--- src/pkg/twd_defines.svh ---
`ifndef TWD_DEFINES_SVH
`define TWD_DEFINES_SVH

// Program memory addressing
`define TWD_PC_W          21
`define TWD_PC_STEP       21'h00_0002
`define TWD_PC_RESET      21'h00_0000

// Instruction word layout
`define TWD_WORD_W        16
`define TWD_TOP_MSB       15
`define TWD_TOP_LSB       12
`define TWD_LIT_W         12
`define TWD_LIT_MSB       11
`define TWD_EXT_PATTERN   4'hF
`define TWD_NOP_WORD      16'hF000

// First word opcode fields
`define TWD_MOVE_TOP      4'hC
`define TWD_HIGH_MSB      15
`define TWD_HIGH_LSB      8
`define TWD_GOTO_HIGH     8'hEF
`define TWD_CALL_HIGH     7'h76
`define TWD_LOAD_HIGH     8'hEE
`define TWD_LOAD_CHECK    2'h0
`define TWD_ADDR_HIGH_W   8

`endif

--- src/pkg/twd_pkg.sv ---
package twd_pkg;

    typedef enum logic [2:0] {
        TWD_SINGLE,
        TWD_CALL,
        TWD_GOTO,
        TWD_FILE_MOVE,
        TWD_LOAD_PTR,
        TWD_EXT_NOP
    } twd_kind_t;

    typedef enum logic {
        TWD_ST_FIRST,
        TWD_ST_SECOND
    } twd_state_t;

endpackage : twd_pkg

--- src/pkg/twd_class_if.sv ---
interface twd_class_if;
    import twd_pkg::*;

    logic [15:0] word;
    twd_kind_t   kind;
    logic        two_word;
    logic        extension;

    modport requester (
        output word,
        input  kind,
        input  two_word,
        input  extension
    );

    modport classifier (
        input  word,
        output kind,
        output two_word,
        output extension
    );

endinterface : twd_class_if

--- src/rtl/twd_decoder.sv ---
// Function
// [RULE1] Call, file move, goto and pointer literal load are the only two-word instructions.
// [RULE2] A second word carries 1111 in its upper four bit positions.
// [RULE3] The low 12 bits of the second word form a literal operand.
// [RULE4] A second word right after its first word hands its operand to it.
// [RULE5] A 1111 word without its first word just before it is a side-effect-free no-op.
// [RULE6] An orphan second word after a skipped first word is a no-op; flow continues.
// [RULE7] Program counter counts bytes, steps by 2 per word, bit 0 reads zero.
// [RULE8] Absolute call and goto load their word address into counter bits 20:1.
`include "twd_defines.svh"

module twd_decoder (
    input  wire logic                       ref_clk,
    input  wire logic                       nrst,
    input  wire logic [`TWD_WORD_W-1:0]     fetch_word,
    input  wire logic                       fetch_valid,
    input  wire logic                       skip_next,
    input  wire logic                       branch_valid,
    input  wire logic [`TWD_PC_W-1:0]       branch_addr,
    output logic      [`TWD_PC_W-1:0]       fetch_addr,
    output logic                            exec_valid,
    output twd_pkg::twd_kind_t              exec_kind,
    output logic [`TWD_WORD_W-1:0]          exec_first,
    output logic [`TWD_LIT_W-1:0]           exec_literal,
    output logic                            exec_nop,
    output logic [`TWD_PC_W-1:0]            exec_next_pc
);
    import twd_pkg::*;

    // Jump target fills counter bits 20:1 exactly; a mismatch would drop address bits
    if (`TWD_PC_W != `TWD_ADDR_HIGH_W + `TWD_LIT_W + 1) begin : g_bad_pc
        $error("twd_decoder: counter width does not match the jump target");
    end

    // Marker nibble and literal must tile one instruction word
    if (`TWD_TOP_MSB - `TWD_TOP_LSB + 1 + `TWD_LIT_W != `TWD_WORD_W) begin : g_bad_word
        $error("twd_decoder: marker and literal fields do not fill a word");
    end

    if (`TWD_LIT_MSB + 1 != `TWD_LIT_W) begin : g_bad_lit
        $error("twd_decoder: literal field bounds disagree");
    end

    // Byte-addressed counter only works with a one-word step of two
    if (`TWD_PC_STEP != 2) begin : g_bad_step
        $error("twd_decoder: counter step is not one word");
    end

    twd_class_if cls ();

    twd_state_t                 state_q;
    twd_state_t                 state_d;
    logic [`TWD_PC_W-1:0]       pc_q;
    logic [`TWD_PC_W-1:0]       pc_d;
    logic [`TWD_PC_W-1:0]       pc_step;
    logic                       skip_q;
    logic [`TWD_WORD_W-1:0]     held_word_q;
    twd_kind_t                  held_kind_q;
    logic                       take_word;
    logic                       drop_word;
    logic                       pair_done;
    logic                       pair_broken;
    logic                       open_pair;
    logic                       lone_single;
    logic                       lone_ext;
    logic [`TWD_PC_W-2:0]       jump_word_addr;

    logic                       exec_valid_q;
    twd_kind_t                  exec_kind_q;
    logic [`TWD_WORD_W-1:0]     exec_first_q;
    logic [`TWD_LIT_W-1:0]      exec_literal_q;
    logic                       exec_nop_q;
    logic [`TWD_PC_W-1:0]       exec_next_pc_q;

    assign cls.word = fetch_word;

    twd_word_class u_class (
        .cls (cls)
    );

    // Counter steps in bytes by one word [RULE7]
    assign pc_step = pc_q + `TWD_PC_STEP;

    // Second word literal is the upper part, first word low byte the lower [RULE8]
    assign jump_word_addr = {fetch_word[`TWD_LIT_MSB:0], held_word_q[`TWD_ADDR_HIGH_W-1:0]};

    // A word skipped by the execute stage is discarded, even a first word
    assign take_word = fetch_valid && !branch_valid;
    assign drop_word = take_word && skip_q;

    always_comb begin
        pair_done   = 1'b0;
        pair_broken = 1'b0;
        open_pair   = 1'b0;
        lone_single = 1'b0;
        lone_ext    = 1'b0;
        if (take_word && !skip_q) begin
            unique case (state_q)
                TWD_ST_FIRST: begin
                    lone_ext    = cls.extension;              // [RULE5]
                    open_pair   = cls.two_word;
                    lone_single = !cls.extension && !cls.two_word;
                end
                TWD_ST_SECOND: begin
                    pair_done   = cls.extension;              // [RULE2]
                    pair_broken = !cls.extension;
                end
            endcase
        end
    end

    always_comb begin
        state_d = state_q;
        if (branch_valid) begin
            state_d = TWD_ST_FIRST;
        end else if (drop_word) begin
            // Skip lands between the words: the second then runs alone [RULE6]
            state_d = TWD_ST_FIRST;
        end else if (open_pair) begin
            state_d = TWD_ST_SECOND;
        end else if (pair_done || pair_broken) begin
            state_d = TWD_ST_FIRST;
        end
    end

    always_comb begin
        pc_d = pc_q;
        if (branch_valid) begin
            pc_d = {branch_addr[`TWD_PC_W-1:1], 1'b0};              // [RULE7]
        end else if (pair_done && (held_kind_q == TWD_GOTO || held_kind_q == TWD_CALL)) begin
            pc_d = {jump_word_addr, 1'b0};                          // [RULE8]
        end else if (take_word) begin
            pc_d = {pc_step[`TWD_PC_W-1:1], 1'b0};                  // [RULE7]
        end
    end

    always_ff @(posedge ref_clk) begin
        if (!nrst) begin
            state_q <= TWD_ST_FIRST;
        end else begin
            state_q <= state_d;
        end
    end

    always_ff @(posedge ref_clk) begin
        if (!nrst) begin
            pc_q <= `TWD_PC_RESET;
        end else begin
            pc_q <= pc_d;
        end
    end

    // A new skip request wins over the one being consumed
    always_ff @(posedge ref_clk) begin
        if (!nrst) begin
            skip_q <= 1'b0;
        end else if (skip_next) begin
            skip_q <= 1'b1;
        end else if (branch_valid || drop_word) begin
            skip_q <= 1'b0;
        end
    end

    // First word is held until its partner arrives
    always_ff @(posedge ref_clk) begin
        if (!nrst) begin
            held_word_q <= `TWD_NOP_WORD;
            held_kind_q <= TWD_SINGLE;
        end else if (open_pair) begin
            held_word_q <= fetch_word;
            held_kind_q <= cls.kind;
        end
    end

    always_ff @(posedge ref_clk) begin
        if (!nrst) begin
            exec_valid_q <= 1'b0;
            exec_nop_q   <= 1'b0;
        end else begin
            exec_valid_q <= lone_single || lone_ext || pair_done || pair_broken;
            // Orphan or broken pair runs with no side effects [RULE5] [RULE6]
            exec_nop_q   <= lone_ext || pair_broken;
        end
    end

    always_ff @(posedge ref_clk) begin
        if (!nrst) begin
            exec_kind_q    <= TWD_EXT_NOP;
            exec_first_q   <= `TWD_NOP_WORD;
            exec_literal_q <= '0;
        end else if (pair_done) begin
            exec_kind_q    <= held_kind_q;                          // [RULE4]
            exec_first_q   <= held_word_q;
            exec_literal_q <= fetch_word[`TWD_LIT_MSB:0];           // [RULE3] [RULE4]
        end else if (lone_single) begin
            exec_kind_q    <= TWD_SINGLE;
            exec_first_q   <= fetch_word;
            exec_literal_q <= '0;
        end else if (lone_ext || pair_broken) begin
            // Literal withheld so nothing downstream can act on it [RULE5]
            exec_kind_q    <= TWD_EXT_NOP;
            exec_first_q   <= `TWD_NOP_WORD;
            exec_literal_q <= '0;
        end
    end

    // Return point for call: address after the second word
    always_ff @(posedge ref_clk) begin
        if (!nrst) begin
            exec_next_pc_q <= `TWD_PC_RESET;
        end else if (take_word && !skip_q) begin
            exec_next_pc_q <= {pc_step[`TWD_PC_W-1:1], 1'b0};
        end
    end

    assign fetch_addr   = pc_q;
    assign exec_valid   = exec_valid_q;
    assign exec_kind    = exec_kind_q;
    assign exec_first   = exec_first_q;
    assign exec_literal = exec_literal_q;
    assign exec_nop     = exec_nop_q;
    assign exec_next_pc = exec_next_pc_q;

endmodule : twd_decoder

--- src/rtl/twd_word_class.sv ---
`include "twd_defines.svh"

module twd_word_class (
    twd_class_if.classifier cls
);
    import twd_pkg::*;

    logic [`TWD_HIGH_MSB-`TWD_HIGH_LSB:0] high;

    assign high = cls.word[`TWD_HIGH_MSB:`TWD_HIGH_LSB];

    // Exactly four first-word opcodes open a pair [RULE1]
    always_comb begin
        cls.kind      = TWD_SINGLE;
        cls.two_word  = 1'b0;
        cls.extension = 1'b0;
        if (cls.word[`TWD_TOP_MSB:`TWD_TOP_LSB] == `TWD_EXT_PATTERN) begin // [RULE2]
            cls.kind      = TWD_EXT_NOP;
            cls.extension = 1'b1;
        end else if (cls.word[`TWD_TOP_MSB:`TWD_TOP_LSB] == `TWD_MOVE_TOP) begin // [RULE1]
            cls.kind     = TWD_FILE_MOVE;
            cls.two_word = 1'b1;
        end else if (high == `TWD_GOTO_HIGH) begin // [RULE1]
            cls.kind     = TWD_GOTO;
            cls.two_word = 1'b1;
        end else if (high[7:1] == `TWD_CALL_HIGH) begin // [RULE1]
            cls.kind     = TWD_CALL;
            cls.two_word = 1'b1;
        end else if (high == `TWD_LOAD_HIGH && cls.word[7:6] == `TWD_LOAD_CHECK) begin // [RULE1]
            cls.kind     = TWD_LOAD_PTR;
            cls.two_word = 1'b1;
        end
    end

endmodule : twd_word_class

--- config.mk ---
export PLATFORM = sky130hd
export DESIGN_NAME = twd_decoder
export DESIGN_NICKNAME = d
export VERILOG_FILES = /design/src/pkg/twd_pkg.sv /design/src/pkg/twd_class_if.sv /design/src/rtl/twd_decoder.sv /design/src/rtl/twd_word_class.sv
export VERILOG_INCLUDE_DIRS = /design/src /design/src/pkg
export SDC_FILE = /design/constraint.sdc
export NUM_CORES = 1
export LEC_CHECK = 0
export ABC_CLOCK_PERIOD_IN_PS = 2200
export BUFFER_PORTS_ARGS = -buffer_cell sky130_fd_sc_hd__buf_2
export CAP_MARGIN = 20
export CELL_PAD_IN_SITES_DETAIL_PLACEMENT = 2
export CELL_PAD_IN_SITES_GLOBAL_PLACEMENT = 2
export CORE_MARGIN = 5
export CORE_UTILIZATION = 31
export DETAILED_ROUTE_END_ITERATION = 8
export GPL_TIMING_DRIVEN = 1
export PLACE_DENSITY = 0.89
export SLEW_MARGIN = 15
export SYNTH_ARGS = -nofsm -noshare
export SYNTH_HDL_FRONTEND = slang
export SYNTH_SLANG_ARGS = --single-unit
--- constraint.sdc ---
create_clock -name ref_clk -period 2.2 [get_ports ref_clk]
set_input_delay 0.33 -clock ref_clk [delete_from_list [all_inputs] [get_ports ref_clk]]
set_output_delay 0.33 -clock ref_clk [all_outputs]
set_load 0.05 [all_outputs]
; Yosys cells after proc, flatten, opt, wreduce, memory -nomap -nowiden
; Index checks and enable logic that the tools add are counted.
[classes]
bitwise_logic = 1
n_reduce_logical = 23
n_eq_ne = 7
addsub = 1
mux = 37
[ops]
columns = cell, n
row1 = $mux W21, 3
row2 = $mux W16, 3
row3 = $mux W12, 3
row4 = $mux W3, 8
row5 = $add A21 B2 Y21 const B, 1
row6 = $mux W1, 20
row7 = $eq A8 B8 Y1 const B, 2
row8 = $eq A4 B4 Y1 const B, 2
row9 = $eq A7 B7 Y1 const B, 1
row10 = $logic_or A1 B1 Y1, 7
row11 = $logic_and A1 B1 Y1, 6
row12 = $reduce_bool A3 Y1, 2
row13 = $logic_not A1 Y1, 4
row14 = $reduce_bool A2 Y1, 2
row15 = $eq A3 B1 Y1 const B, 1
row16 = $eq A3 B2 Y1 const B, 1
row17 = $reduce_or A3 Y1, 1
row18 = $logic_not A2 Y1, 1
row19 = $not A1 Y1, 1
[word_totals]
output_inout_bits = 75
ff_bits = 94
input_bits = 42
wordCells = 80

; Logic depth before layout (Yosys ltp)
[logic_depth]
ltp_word = 14
ltp_mapped = 9
mapped_depth_nobuf = 6

; Cells and area by module
; From an unflattened synthesis, not the netlist that was laid out.
[hier_totals]
hier_cells = 531
hier_area_um2 = 4390.5
[modules_own_cells]
columns = module, instances, area_per_inst_um2, cells_per_inst
row1 = twd_decoder, 1, 4301.6, 517
row2 = twd_word_class, 1, 88.8, 14

; Worst setup path before layout
; No wires, ideal clock.
[synth_timing]
path_type = reg2reg
from = reg pc_q[1], in the netlist fetch_addr[1]
to = reg pc_q[17], in the netlist fetch_addr[17]
path_buffers = 0
stages_incl_launch_ff = 7
setup_ps = 62
setup_slack_ps = -162
arrival_ps = 2300
path_cell_list = dfxtp_1 ha_1 nand3_1 nor4_4 nand3_2 or4_1 nand3_1
[synth_via]
elab_chain_len = 4
[synth_lines]
columns = item, line
row1 = from (decl), twd_decoder.sv:53  ; logic [`TWD_PC_W-1:0] pc_q;
row2 = from (signal assigned), twd_decoder.sv:147  ; pc_q <= `TWD_PC_RESET;
row3 = from (signal assigned), twd_decoder.sv:149  ; pc_q <= pc_d;
row4 = $add A21 B2 Y21 (no source line), n/a
row5 = $mux W21, twd_decoder.sv:132  ; end else if (take_word) begin
row6 = $mux W21, twd_decoder.sv:130  ; end else if (pair_done && (held_kind_q == TWD_GOTO || held_kind_q == TWD_CALL)) begin
row7 = $mux W21, twd_decoder.sv:128  ; if (branch_valid) begin
; No other way between the ends. The select of a mux whose other input is x is not followed.
; A chain may end at the register's enable or synchronous reset.

; Worst setup path after layout
[layout_timing]
from = reg skip_q
to = reg held_word_q[8]
[layout_via]
elab_chain_len = 3
[layout_lines]
columns = item, line
row1 = from (decl), twd_decoder.sv:56  ; logic skip_q;
row2 = from (signal assigned), twd_decoder.sv:156  ; skip_q <= 1'b0;
row3 = from (signal assigned), twd_decoder.sv:158  ; skip_q <= 1'b1;
row4 = from (signal assigned), twd_decoder.sv:160  ; skip_q <= 1'b0;
row5 = $logic_not A1 Y1, twd_decoder.sv:97  ; if (take_word && !skip_q) begin
row6 = $logic_and A1 B1 Y1, twd_decoder.sv:97
row7 = $mux W1, twd_decoder.sv:97
row8 = to (signal assigned), twd_decoder.sv:167  ; held_word_q <= `TWD_NOP_WORD;
row9 = to (signal assigned), twd_decoder.sv:170  ; held_word_q <= fetch_word;
row10 = to (decl), twd_decoder.sv:57  ; logic [`TWD_WORD_W-1:0] held_word_q;
; No other way between the ends.

==> impl_metrics.ini <==
[timing]
worst_clock_skew_ns = 0.00570
max_slew.worst_pin.slew_ns = 0.753
setup_violations = 0
setup_repair_after_global_routing_missed_its_margin = false
report.final.hold_viol_count = 0
timing_max_transition_violations_final = 0
final_min_period_over_clock_period_pct = 95.4
final_period_minus_worst_setup_slack_ns = 2.10
fmax_ghz = 0.477
relSlewSlack_pct = 49.3
tns_ns = 0

[power_and_ir_drop]
sequential_group_share_of_total_power_pct = 43.1
pwr_density_cell_mw_per_mm2 = 769
p_sw_mw = 1.34
comb_power_share_pct = 17.9
cellLeakagePower_nw = 2.32
power.switching_fraction_pct = 31.0
power.share.clock_pct = 39.0
vdd_ir_drop_max_v = 0.000389
internal-power_mw = 2.97

[floorplan]
die_width_um = 129
initial_utilization_pct = 31.7
floorplan.core_area_mm2 = 0.0139
std_cell_rows = 43
floorplan.io_pins = 117
die_area_mm2 = 0.0167
die_y_um = 129

[global_routing]
remaining_global_route_overflow = 0
grt_pass1_vias = 5237
grt_antenna_before_repair = 0
first_pass_grt_wire_length_um = 31500
pin_count_of_the_biggest_net_entering_global_routing = 45
global_route.usage.total_pct = 24.7

[place]
buffer_ports.inserted = 113
last_weighted_congestion_value_of_the_routability_driven_placer = 0.836
detailed_place_hpwl_um = 13900

[route]
finalWirelength_um = 20700
ant_nets = 0
dr_total_vias = 4696
dr.pass1.iters = 4
routed_via_density = 5.86
drcViolationCount = 0
wl_per_cell_um = 25.8
drt-initial-drc-count = 205

[clock_tree]
cts.htree.levels = 3
cts.clk_slew.worst_paths_ns = 0.06
maximum_clock_path_buffer_count = 2
clock_tree.root_cell = sky130_fd_sc_hd__clkbuf_16
cts_setup_buffers = 0
numCtsBuffers = 9
clock-sinks = 94
cts_hold_buffers = 0
clock_insertion_delay_worst_skew_ns = 0.35
cts_tree = built

[min_path]
worst_hold_path.num_cells = 3
timing.hold.worst_endpoint = fetch_addr[10]
worst_hold_startpoint = branch_addr[10]
min_path_type = input pin to register

[synthesis]
netlist-cell-type-count = 61
post_synth_main_area_contributors = sky130_fd_sc_hd__dfxtp_1, sky130_fd_sc_hd__a21oi_1, sky130_fd_sc_hd__o21ai_0
synth-seq-area-share_pct = 42.7
synth_largest_area_cell = sky130_fd_sc_hd__dfxtp_1
synthesis.instances = 503
ys_dominant_reg_cell = sky130_fd_sc_hd__dfxtp_1
yosys_warning_count = 0
syn_area_mm2 = 0.00440
mean_instance_size_in_the_synthesized_netlist_um2 = 8.75
yosysTopAreaCellShare_pct = 42.7
synth.ff_latch_count = 94
synth-async-reset-ratio_pct = 0
synth_enable_flop_cells = 0

[critical_path]
crit_fanout = 11
timing.critical_path.slowest_stage_cell = sky130_fd_sc_hd__or3b_1
r2r-start = skip_q
reg2reg_to = held_word_q[8]
r2r.worst_path.cells = 6
critical_path.max_stage_delay_ns = 0.45
crit_required_ns = 2.43
endpoint_kind = register
timing.setup.critical_path_class = register to register
startpoint_type = register
worstPathCellList = or3b_1, nor3_2, a21boi_2, buf_4, mux2i_1, nor2_1
critical_path_arrival_ns = 2.33
setup_slack_on_the_worst_flop_to_flop_path_ns = 0.10

[finish]
finish.net_count = 660
sequential_cell_area_mm2 = 0.00189
final_layout_size_suffix_gt1_share_pct = 29.5
final.fill_count = 1535
multi_input_area_mm2 = 0.00231
antenna_cells_inserted = 0
finalCoreUtilization_pct = 40.4
syn2layout_area_growth_pct = 27.4

[job]
drv_cap = 0

[status]
run_status = completed
## stage by stage
step	hold WS, ns	instances	setup slack [ns]	power [mW]	instance area (um^2)
4_1_cts	0.206	801	0.0685	4.33	5580
6_report	0.210	801	0.101	4.31	5610
3_3_place_gp	0.430	786	0.242	2.59	5280
5_1_grt	0.220	801	0.00447	4.44	5610
2_1_floorplan	0.416	504	0.0213	2.36	4410
3_5_place_dp	0.435	786	0.121	2.63	5280
## final cells by class
type / count / area share, %
tap: 180 / 4.01
inverter: 9 / 0.602
clock inverter: 4 / 1.29
timing repair buffer: 147 / 15.1
sequential: 94 / 33.7
clock buffer: 11 / 4.15
multi-input combinational: 356 / 41.2
## power groups by stage
stage / Sequential (mW) / Clock, mW / Combinational (mW)
global route: 1.87 / 1.77 / 0.811
finish: 1.86 / 1.68 / 0.774
global placement: 1.88 / 0 / 0.713
detailed placement: 1.89 / 0 / 0.745
CTS: 1.85 / 1.70 / 0.767
floorplan: 2.10 / 0 / 0.261
## worst max-delay path, delay by kind of cell, from the launching register on
| kind | cells | cell delay, ns |
|---|---|---|
| AND/OR/NAND/NOR | 3 | 0.82 |
| flip-flops | 1 | 0.37 |
| AO/OA/AOI/OAI | 1 | 0.26 |
| buffers and inverters | 1 | 0.26 |
| multiplexers | 1 | 0.26 |
## synthesized netlist by cell type (3+ instances only)
| cell | instances |
|---|---|
| sky130_fd_sc_hd__dfxtp_1 | 94 |
| sky130_fd_sc_hd__nor2_1 | 52 |
| sky130_fd_sc_hd__a21oi_1 | 40 |
| sky130_fd_sc_hd__o21ai_0 | 39 |
| sky130_fd_sc_hd__nand2_1 | 30 |
| sky130_fd_sc_hd__clkbuf_1 | 23 |
| sky130_fd_sc_hd__a211oi_1 | 20 |
| sky130_fd_sc_hd__mux2i_1 | 15 |
| sky130_fd_sc_hd__a22o_1 | 13 |
| sky130_fd_sc_hd__nand3_1 | 12 |
| sky130_fd_sc_hd__xor2_1 | 12 |
| sky130_fd_sc_hd__buf_2 | 11 |
| sky130_fd_sc_hd__nor3_1 | 10 |
| sky130_fd_sc_hd__inv_1 | 9 |
| sky130_fd_sc_hd__nand4_1 | 9 |
| sky130_fd_sc_hd__xnor2_1 | 8 |
| sky130_fd_sc_hd__a32oi_1 | 7 |
| sky130_fd_sc_hd__and3_1 | 6 |
| sky130_fd_sc_hd__a21o_1 | 5 |
| sky130_fd_sc_hd__a221o_1 | 5 |
| sky130_fd_sc_hd__a31oi_1 | 5 |
| sky130_fd_sc_hd__and4_1 | 5 |
| sky130_fd_sc_hd__buf_4 | 5 |
| sky130_fd_sc_hd__and2_1 | 4 |
| sky130_fd_sc_hd__buf_1 | 4 |
| sky130_fd_sc_hd__o211ai_1 | 4 |
| sky130_fd_sc_hd__o221ai_1 | 4 |
| sky130_fd_sc_hd__nand3b_1 | 3 |
| sky130_fd_sc_hd__nor4_1 | 3 |
| sky130_fd_sc_hd__o21a_1 | 3 |
| sky130_fd_sc_hd__o22ai_1 | 3 |
| sky130_fd_sc_hd__o311ai_0 | 3 |
## how the worst max path moves through the flow
stage             startpoint              end  slack [ns]  cells after the start
3_3_place_gp   fetch_addr[1]   fetch_addr[17]        0.24                      6
6_report              skip_q   held_word_q[8]        0.10                      6
3_5_place_dp    branch_valid   held_word_q[8]        0.12                      7
4_1_cts        fetch_addr[1]   fetch_addr[17]        0.07                      6
2_1_floorplan  fetch_addr[3]   fetch_addr[17]        0.02                      6
5_1_grt               skip_q  held_word_q[13]       0.004                      6
## metal layers
metal	vias to the layer above	part of all wire, %	global-route usage (%)
li1	2079	-	-
met1	2374	40	29.3
met2	186	50	43.1
met3	57	6.2	4.37
met4	0	3.9	11.4
met5	-	0	0
## placed cells by master, fill, tap and decap left out, types with 10 or more instances in the layout
cell type,count
sky130_fd_sc_hd__nor3_1,10
sky130_fd_sc_hd__dfxtp_1,89
sky130_fd_sc_hd__nand3_1,11
sky130_fd_sc_hd__buf_2,113
sky130_fd_sc_hd__a21oi_1,40
sky130_fd_sc_hd__xor2_1,11
sky130_fd_sc_hd__nand2_1,30
sky130_fd_sc_hd__mux2i_1,15
sky130_fd_sc_hd__buf_4,32
sky130_fd_sc_hd__nor2_1,52
sky130_fd_sc_hd__a211oi_1,20
sky130_fd_sc_hd__o21ai_0,39
sky130_fd_sc_hd__a22o_1,13
## kinds of logic after synthesis
group,share of synthesized area [%]
adders and majority gates,0.284
muxes,3.67
AOI/OAI and AO/OA,26.2
xor gates and xnor gates,3.98
DFF,42.7
buffers and inverters,5.40
and+or+nand+nor,17.7
other,0.0852
## sequential cells by signal, indices dropped and copies added, names as in the netlist
name and flops:
exec_nop 1, exec_literal 12, state_q 1, exec_kind 3, exec_valid 1, exec_first 16, fetch_addr 20, held_kind_q 3
exec_next_pc 20, skip_q 1, held_word_q 16
## repair_timing
| action | in CTS | in global routing |
|---|---|---|
| hold endpoints to repair | 0 | 0 |
| endpoints found under the setup margin | 0 | 5 |
| resized for setup | 0 | 5 |
Power figures use the tool's default switching activity.
